**src/core/sac_pkg.sv**
```systemverilog
// Constants and state types shared by the converter control block
package sac_pkg;

  // Result width and ladder size
  localparam int          DATA_W        = 8;
  localparam int          LADDER_TAPS   = 256;
  localparam int          STEPS         = 8;

  // Sequencing: one bit decision per group of clock periods
  localparam int          CLK_PER_STEP  = 8;
  localparam int          CONV_CLKS     = STEPS * CLK_PER_STEP;
  localparam int          PHASE_W       = 3;
  localparam logic [2:0]  PHASE_LAST    = 3'(CLK_PER_STEP - 1);

  // Clock
  localparam int          CLK_PERIOD_PS = 5000;

  // Search start values and full scale
  localparam logic [7:0]  SEQ_FIRST     = 8'h80;
  localparam logic [7:0]  SAR_MSB       = 8'h80;
  localparam logic [7:0]  FULL_SCALE    = 8'hff;

  // Reset values
  localparam logic [7:0]  CODE_RST      = 8'h00;
  localparam logic [7:0]  SEQ_RST       = 8'h00;
  localparam logic        STROBE_RST    = 1'b1;
  localparam logic        DONE_N_RST    = 1'b1;
  localparam logic        FLAG_RST      = 1'b0;
  localparam logic [2:0]  PHASE_RST     = 3'h0;

  typedef struct packed {
    logic             sel_n_d;
    logic             start_n_d;
    logic             done_flag_n;
    logic             data_oe;
    logic [7:0]       data_out;
    logic [7:0]       tap;
  } sac_top_s;

  typedef struct packed {
    logic             start_ff;
    logic             start_q;
    logic [2:0]       phase;
  } sac_start_s;

  typedef struct packed {
    logic [7:0]       seq;
    logic [7:0]       sar;
    logic             finish;
  } sac_sar_s;

  localparam sac_top_s   TOP_RST   = '{sel_n_d: STROBE_RST, start_n_d: STROBE_RST, done_flag_n: DONE_N_RST,
                                       data_oe: FLAG_RST, data_out: CODE_RST, tap: CODE_RST};
  localparam sac_start_s START_RST = '{start_ff: FLAG_RST, start_q: FLAG_RST, phase: PHASE_RST};
  localparam sac_sar_s   SAR_RST   = '{seq: SEQ_RST, sar: CODE_RST, finish: FLAG_RST};

endpackage

```
**src/core/sac_conv_if.sv**
```systemverilog
// Internal link between strobe control, start sequencer and approximation register
`timescale 1ns/1ps
interface sac_conv_if;
  logic       hold;     // Select and start both low
  logic       clear;    // Reset sequencer and register
  logic       comp_ge;  // Input at or above trial level
  logic       launch;   // Shift the marker one in
  logic       step_end; // Last clock of a decision step
  logic [7:0] trial;    // Current trial code
  logic [7:0] result;   // Finished code
  logic       finish;   // Marker has left the sequencer
  logic       busy;     // Search running

  modport top   (output hold, clear, comp_ge, input launch, step_end, trial, result, finish, busy);
  modport start (input hold, output launch, step_end);
  modport sar   (input clear, comp_ge, launch, step_end, output trial, result, finish, busy);
endinterface

```
**src/core/sac_start.sv**
```systemverilog
// Start flip-flop and free-running step phase divider
`timescale 1ns/1ps
module sac_start (
  input  wire logic clk,      // Conversion clock
  input  wire logic reset_n,  // Synchronous reset, active low
  sac_conv_if.start cv        // Link to control and register
);
  import sac_pkg::*;

  sac_start_s st;
  sac_start_s next_st;

  assign cv.step_end = (st.phase == PHASE_LAST);
  // Launch waits for the phase boundary, so start lands 1 to 8 clocks after release
  assign cv.launch   = st.start_ff && st.start_q && !cv.hold && cv.step_end;

  always_comb begin
    next_st       = st;
    next_st.phase = st.phase + 3'h1;
    next_st.start_q = st.start_ff;
    if (cv.hold) begin
      next_st.start_ff = 1'b1;
    end else if (cv.launch) begin
      next_st.start_ff = 1'b0;
    end
  end

  always_ff @(posedge clk) begin
    if (!reset_n) begin
      st <= START_RST;
    end else begin
      st <= next_st;
    end
  end
endmodule // sac_start

```
**src/core/sac_sar.sv**
```systemverilog
// Marker shift register and successive-approximation register
`timescale 1ns/1ps
module sac_sar (
  input  wire logic clk,      // Conversion clock
  input  wire logic reset_n,  // Synchronous reset, active low
  sac_conv_if.sar   cv        // Link to control and start logic
);
  import sac_pkg::*;

  sac_sar_s   st;
  sac_sar_s   next_st;
  logic [7:0] dec;
  logic [7:0] next_mark;

  assign next_mark = st.seq >> 1;

  // Bit under test takes the comparison; the next lower bit becomes the new trial one
  genvar i;
  generate
    for (i = 0; i < DATA_W; i++) begin : g_bit
      assign dec[i] = st.seq[i] ? cv.comp_ge : (st.sar[i] | next_mark[i]);
    end
  endgenerate

  assign cv.trial  = st.sar;
  assign cv.result = st.sar;
  assign cv.busy   = |st.seq;
  assign cv.finish = st.finish;

  always_comb begin
    next_st        = st;
    next_st.finish = 1'b0;
    if (cv.clear) begin
      next_st.seq = SEQ_RST;
      next_st.sar = CODE_RST;
    end else if (cv.launch) begin
      next_st.seq = SEQ_FIRST;
      next_st.sar = SAR_MSB;
    end else if (cv.step_end && cv.busy) begin
      next_st.sar    = dec;
      next_st.seq    = next_mark;
      next_st.finish = st.seq[0];
    end
  end

  always_ff @(posedge clk) begin
    if (!reset_n) begin
      st <= SAR_RST;
    end else begin
      st <= next_st;
    end
  end
endmodule // sac_sar

```
**src/core/sac_adc_ctl.sv**
```systemverilog
// Bus-facing control of the 8-bit successive-approximation converter
`timescale 1ns/1ps

// Overview of operation
// Search tests top bit first; bit is one when input at or above trial.
// Eight decisions take 64 clocks; code latched and done flag driven low.
// Code is straight binary; all ones means full-scale input.
// Trial level is a tap of a 256-step ladder matching the differential input.
// Host ties done flag to start and holds select low to free-run.
// Host holds start low during power-up to reach a known state.
// Select falling at any time aborts a running conversion.
// Start falling clears the approximation register and marker shift register.
// While select and start are both low the converter stays in reset.
// Select and start low set start flip-flop, clear done and shift register.
// Start flip-flop output rises next clock; launch clears it and shifts one in.
// Conversion begins one to eight clocks after select or start rises.
// Marker leaving the shift register loads the latch and sets done next clock.
// Done flag output is inverse of done flip-flop: high converting, low done.
// Select and output enable low drive the result and clear done flip-flop.
// Select or output enable high floats the data and keeps done cleared.
// Conversion clock comes from an external source or on-chip RC oscillator.
// Latch keeps the previous result during conversion; updates only at completion.
module sac_adc_ctl (
  input  wire logic                          clk,         // Conversion clock, external or RC oscillator
  input  wire logic                          reset_n,     // Synchronous reset, active low
  input  wire logic                          sel_n,       // Chip select, active low
  input  wire logic                          start_n,     // Start strobe, active low
  input  wire logic                          oe_n,        // Output enable strobe, active low
  input  wire logic                          in_ge,       // Comparator: input at or above tap
  output logic      [sac_pkg::DATA_W-1:0]    ladder_tap,  // Ladder tap select for the trial
  output logic      [sac_pkg::DATA_W-1:0]    data_out,    // Latched result, bits 0 to 7
  output logic                               data_oe,     // Data driver enable, high drives
  output logic                               done_flag_n  // Done flag, low when result ready
);
  import sac_pkg::*;

  // The clock port serves either clock source alike
  sac_top_s   st;
  sac_top_s   next_st;
  logic       rd_req;
  logic       start_fall;
  logic       sel_fall;

  sac_conv_if cv ();

  sac_start u_start (
    .clk     (clk),
    .reset_n (reset_n),
    .cv      (cv.start)
  );

  sac_sar u_sar (
    .clk     (clk),
    .reset_n (reset_n),
    .cv      (cv.sar)
  );

  assign rd_req     = !sel_n && !oe_n;
  assign start_fall = st.start_n_d && !start_n;
  assign sel_fall   = st.sel_n_d && !sel_n;

  // Power-up start-low from the host lands here as a hold only while select is also low
  assign cv.hold    = !sel_n && !start_n;
  assign cv.clear   = cv.hold || start_fall || sel_fall;
  assign cv.comp_ge = in_ge;

  always_comb begin
    next_st           = st;
    next_st.sel_n_d   = sel_n;
    next_st.start_n_d = start_n;
    // Tap follows the trial one clock late; the comparison is sampled at the step end
    next_st.tap       = cv.trial;
    next_st.data_oe   = rd_req;
    if (rd_req || cv.hold) begin
      next_st.done_flag_n = 1'b1;
    end
    // Completion wins over a clear in the same clock so the event is not lost
    if (cv.finish) begin
      next_st.data_out    = cv.result;
      next_st.done_flag_n = 1'b0;
    end
  end

  always_ff @(posedge clk) begin
    if (!reset_n) begin
      st <= TOP_RST;
    end else begin
      st <= next_st;
    end
  end

  assign ladder_tap  = st.tap;
  assign data_out    = st.data_out;
  assign data_oe     = st.data_oe;
  assign done_flag_n = st.done_flag_n;

  // Free-running use: done tied to start with select low re-arms through a hold

  // Helper: clocks since launch, saturating
  localparam int RUN_CNT_W = 8;
  localparam int RUN_DONE  = CONV_CLKS + 1;
  logic [RUN_CNT_W-1:0] run_cnt;

  always_ff @(posedge clk) begin
    if (!reset_n) begin
      run_cnt <= '0;
    end else if (cv.launch && !cv.clear) begin
      run_cnt <= 8'h01;
    end else if (run_cnt != 8'hff) begin
      run_cnt <= run_cnt + 8'h01;
    end
  end
endmodule // sac_adc_ctl

```
**config.mk**
```make
export PLATFORM = sky130hd
export DESIGN_NAME = sac_adc_ctl
export DESIGN_NICKNAME = d
export VERILOG_FILES = /design/src/core/sac_pkg.sv /design/src/core/sac_conv_if.sv /design/src/core/sac_start.sv /design/src/core/sac_sar.sv /design/src/core/sac_adc_ctl.sv
export SDC_FILE = /design/constraint.sdc
export NUM_CORES = 1
export LEC_CHECK = 0
export BUFFER_PORTS_ARGS = -buffer_cell sky130_fd_sc_hd__buf_2
export CORE_AREA = 5 5 58 65
export CTS_CLUSTER_DIAMETER = 100
export DETAILED_ROUTE_END_ITERATION = 10
export DIE_AREA = 0 0 63 70
export GPL_TIMING_DRIVEN = 0
export PLACE_DENSITY = 0.82
export SLEW_MARGIN = 10
export SYNTH_ARGS = -nofsm -noshare
export SYNTH_HDL_FRONTEND = slang
export SYNTH_HIERARCHICAL = 1
export SYNTH_SLANG_ARGS = --single-unit
```
**constraint.sdc**
```tcl
create_clock -name clk -period 3.4 [get_ports clk]
set_input_delay 0.17 -clock clk [delete_from_list [all_inputs] [get_ports clk]]
set_output_delay 0.17 -clock clk [all_outputs]
set_load 0.005 [all_outputs]
```
Yosys cells after proc, flatten, opt, wreduce, memory -nomap -nowiden
Cells that the tools add are included.
{"block": "op_classes", "add_sub_neg": 1, "n_reduce_logical": 24, "n_eq_ne": 1, "muxes": 14, "n_bitwise": 9}
{"operator": "$mux W17", "n": 1}
{"operator": "$mux W16", "n": 1}
{"operator": "$mux W1", "n": 12}
{"operator": "$logic_and A1 B1 Y1", "n": 8}
{"operator": "$reduce_bool A2 Y1", "n": 4}
{"operator": "$reduce_or A8 Y1", "n": 1}
{"operator": "$or A1 B1 Y1", "n": 7}
{"operator": "$logic_not A1 Y1", "n": 4}
{"operator": "$reduce_or A4 Y1", "n": 1}
{"operator": "$add A3 B1 Y3 const B", "n": 1}
{"operator": "$eq A3 B3 Y1 const B", "n": 1}
{"operator": "$logic_or A1 B1 Y1", "n": 3}
{"operator": "$reduce_or A3 Y1", "n": 1}
{"operator": "$not A1 Y1", "n": 2}
{"operator": "$reduce_and A2 Y1", "n": 1}
{"operator": "$reduce_or A2 Y1", "n": 1}
{"block": "totals", "wordCells": 63, "reg_bits": 42, "in_bits": 6, "output_inout_bits": 18}

Depth between registers and ports, before layout
{"block": "depth", "ltp_word": 7, "depth_mapped": 8, "depth_no_buf": 6}

By module
Netlist, hierarchy kept.
{"module": "sac_sar", "area_per_inst_um2": 822.0, "cells_per_inst": 86, "seq_area_each_um2": 340.3, "instances": 1}
{"module": "sac_adc_ctl", "area_per_inst_um2": 773.2, "cells_per_inst": 72, "seq_area_each_um2": 400.4, "instances": 1}
{"module": "sac_start", "area_per_inst_um2": 175.2, "cells_per_inst": 14, "seq_area_each_um2": 100.1, "instances": 1}

Least setup slack after synthesis
No wires, ideal clock.
{"block": "synth_path", "path_type": "register to register", "startpoint": "register u_start/st[0] (netlist name)", "endpoint": "register u_sar.st, in the netlist u_sar/cv.result[5]", "synth_period_minus_slack_ps": 1653, "path_stages_with_launch": 9, "setup_ps": 86, "path_buffers": 2, "arrival_ps": 1567, "slack_ps": 1747, "t_required_ps": 3314, "cell_sequence": "dfxtp_1 ha_1 ha_1 nand2_1 nor3b_1 or3b_1 buf_6 buf_8 a221oi_2"}
{"block": "synth_via", "elab_chain_len": 3, "elab_cells_between_ends": 4, "cone_classes": "1 x eq/ne; 3 x reduce/logical"}
{"item": "start, declared", "line_no": "sac_start.sv:10", "text": "sac_start_s st;"}
{"item": "start signal, assigned", "line_no": "sac_start.sv:32", "text": "st <= next_st;"}
{"item": "$eq A3 B3 Y1", "line_no": "sac_start.sv:13", "text": "assign cv.step_end = (st.phase == PHASE_LAST);"}
{"item": "net cv.step_end", "line_no": "sac_conv_if.sv:8", "text": "logic step_end;"}
{"item": "$logic_and A1 B1 Y1", "line_no": "sac_start.sv:15", "text": "assign cv.launch = st.start_ff && st.start_q && !cv.hold && cv.step_end;"}
{"item": "net cv.launch", "line_no": "sac_conv_if.sv:7", "text": "logic launch;"}
{"item": "$reduce_or A3 Y1 (no line)"}
{"item": "end signal, assigned", "line_no": "sac_sar.sv:50", "text": "st <= next_st;"}
{"item": "end, declared", "line_no": "sac_sar.sv:10", "text": "sac_sar_s st;"}
The timed path passes the listed nets, and every way through them passes these cells.
A chain may end at the register's enable or synchronous reset.

Worst setup path after layout
{"block": "layout_path", "startpoint": "register u_start/st[0] (netlist name)", "endpoint": "register u_sar.st, in the netlist u_sar/cv.result[6]"}
The elaborated chain is that of the path after synthesis.

==> flow_summary.yaml <==
routing:
  viasPerCell: 4.914
  drt_pass1_iterations: 4
  drtIter0Drc: 17
  dr_total_vias: 1145
  wl_per_cell_um: 11.24
  wl_mm: 2.618
  drc: 0
  antenna_left: 0
clock_tree:
  cts_tree: "done"
  post_cts_buffers: 0
  cts-root-buf: "clkbuf_4"
  cts_buffers: 5
  cts_sinks: 42
  clk_pin_slew_ns: 0.10
  htreeDepth: 2
  cts_buffer_depth: 2
  worstSkewPairLatency_ns: 0.33
power:
  leakage_uw: 0.0008441
  finalPower_uw: 763.3
  power_density_mw_per_mm2: 386.8
  irDropWorstVdd_uv: 375.4
global_routing:
  grtUsageTotal: 0.1325
  grt_pass1_vias: 1123
  grt_pass1_wl_mm: 4.747
  overflow: 0
  antenna_found_initial: 0
  grt_max_degree: 18
place:
  io_buffers: 23
  dp_cells: 226
  gp_congestion: 0.7824
  hpwl_mm: 1.940
  dp_slack_ns: 1.655
cells_and_area:
  instances_no_fill: 233
  diodes: 0
  area_growth_pct: 12.48
  drive_gt1_frac: 0.3719
  finalNetCount: 208
floorplanning:
  die_w_um: 63
  initial_utilization: 0.5805
  core_area_mm2: 0.003022
  die_h_um: 70
  rows: 21
  ios: 24
  die_area_mm2: 0.004410
timing:
  fin_worst_skew_ns: 0.003196
  period_needed_ns: 1.776
  fin_ws_ns: 1.624
  slew_viol_final: 0
  period_share: 0.5224
  tightest_slew_ns: 0.2985
  setup_tns_ns: 0
  slew_headroom: 0.8010
  whs_ns: 0.07039
  setup_violations: 0
  rsz0062_at_grt: "false"
  hold_viol: 0
  fmax_mhz: 563.0
synthesis:
  syn_area_per_cell_um2: 10.38
  synth_warnings: 6
  synth_cells: 169
  syn-num-nets: 177
  synthesis.area_mm2: 0.001754
setup_path:
  slowest_stage: "or3b_1"
  rr_startpoint: "u_start/st[0]"
  critPathTopFamily: "simple AND/OR/NAND/NOR gates"
  required_ns: 3.66
  reg2regPathDepth: 8
  cp.arrival_ns: 2.03
  path_cells: "ha_1 -> ha_1 -> nand2_1 -> nor3b_1 -> or3b_1 -> buf_6 -> buf_8 -> a221oi_2"
  rrSetupSlack_ns: 1.62
  crit_start: "u_start/st[0]"
  cp-start-kind: "register"
  r2r-end: "u_sar/cv.result[6]"
  crit_type: "register to register"
  cp_num_buf_inv: 2
  cp_max_fo: 10
  end_kind: "register"
  cpMostUsedCell: "ha_1"
  slowest_delay_ns: 0.40
flow_run:
  cap_violations: 0
status:
  status: "complete, no violations"
hold_path:
  hold_depth: 2
  hp-class: "primary input to register"
  hold_start: "start_n"
  holdPathEnd: "st[18]"
per-layer routing:
metal / track usage / part of all wire
met3: 0.05288 / 0.054
met2: 0.2372 / 0.52
met1: 0.1363 / 0.41
met4: 0.04953 / 0.012
met5: 0 / 0
cell usage in the layout (no fill, tap or decap), types with 2 or more instances in the layout:
| master | count |
|---|---|
| and2_2 | 2 |
| a221oi_2 | 3 |
| nor2b_1 | 10 |
| o21ai_0 | 7 |
| a21oi_1 | 2 |
| nand3_1 | 2 |
| nor2_1 | 10 |
| and2_1 | 8 |
| clkbuf_4 | 5 |
| nand2_1 | 2 |
| nand2b_1 | 6 |
| buf_2 | 23 |
| buf_4 | 36 |
| a221oi_1 | 4 |
| inv_1 | 8 |
| ha_1 | 2 |
| dfxtp_1 | 42 |
| mux2i_1 | 15 |
worst reg2reg max path: stages, from the launching register on:
cell	delay, ns
dfxtp_1	0.33
ha_1	0.19
ha_1	0.19
nand2_1	0.09
nor3b_1	0.06
or3b_1	0.40
buf_6	0.15
buf_8	0.13
a221oi_2	0.16
stage by stage:
step	cell area [um^2]	utilization
floorplan	1754	-
global placement	1912	0.6327
detailed placement	1912	0.6327
CTS	1973	0.6530
global route	1973	0.6530
finish	1973	0.6530
worst max path at each step:
| stage | end | slack [ns] | cells after the start |
|---|---|---|---|
| floorplan | u_sar/cv.result[5] | 1.75 | 8 |
| global placement | u_sar/cv.result[6] | 1.67 | 8 |
| detailed placement | u_sar/cv.result[6] | 1.66 | 8 |
| CTS | u_sar/cv.result[5] | 1.63 | 8 |
| global route | u_sar/cv.result[5] | 1.50 | 8 |
| finish | u_sar/cv.result[6] | 1.62 | 8 |
power breakdown:
group	leakage (uW)	internal, uW	switching (uW)	total, uW
registers	0.000340	498	2.20	500
logic	0.000474	16.7	15.3	32.0
clock network	0.0000302	93.3	138	231
cell type report:
cell class	instances	area [um^2]
Clock buffer	6	51.30
Fill cell	238	1049
Inverter	8	30.03
Multi-Input combinational cell	81	586.8
Tap cell	34	42.54
Timing Repair Buffer	24	125.1
Sequential cell	42	840.8
Buffer	38	296.5
sequential cells by signal (all words and copies together), names as in the netlist:
signal	cells
u_start/next_st	1
u_start/st	4
u_sar/cv.result	8
u_sar/st	1
u_sar/cv.finish	1
done_flag_n	1
data_out	8
st	2
ladder_tap	8
u_sar/next_mark	7
data_oe	1
what timing repair did:
action	CTS	global route
hold buffers	1	0
endpoints found under the hold margin	1	0
gates resized for setup	0	0
Power figures use the tool's default switching activity.
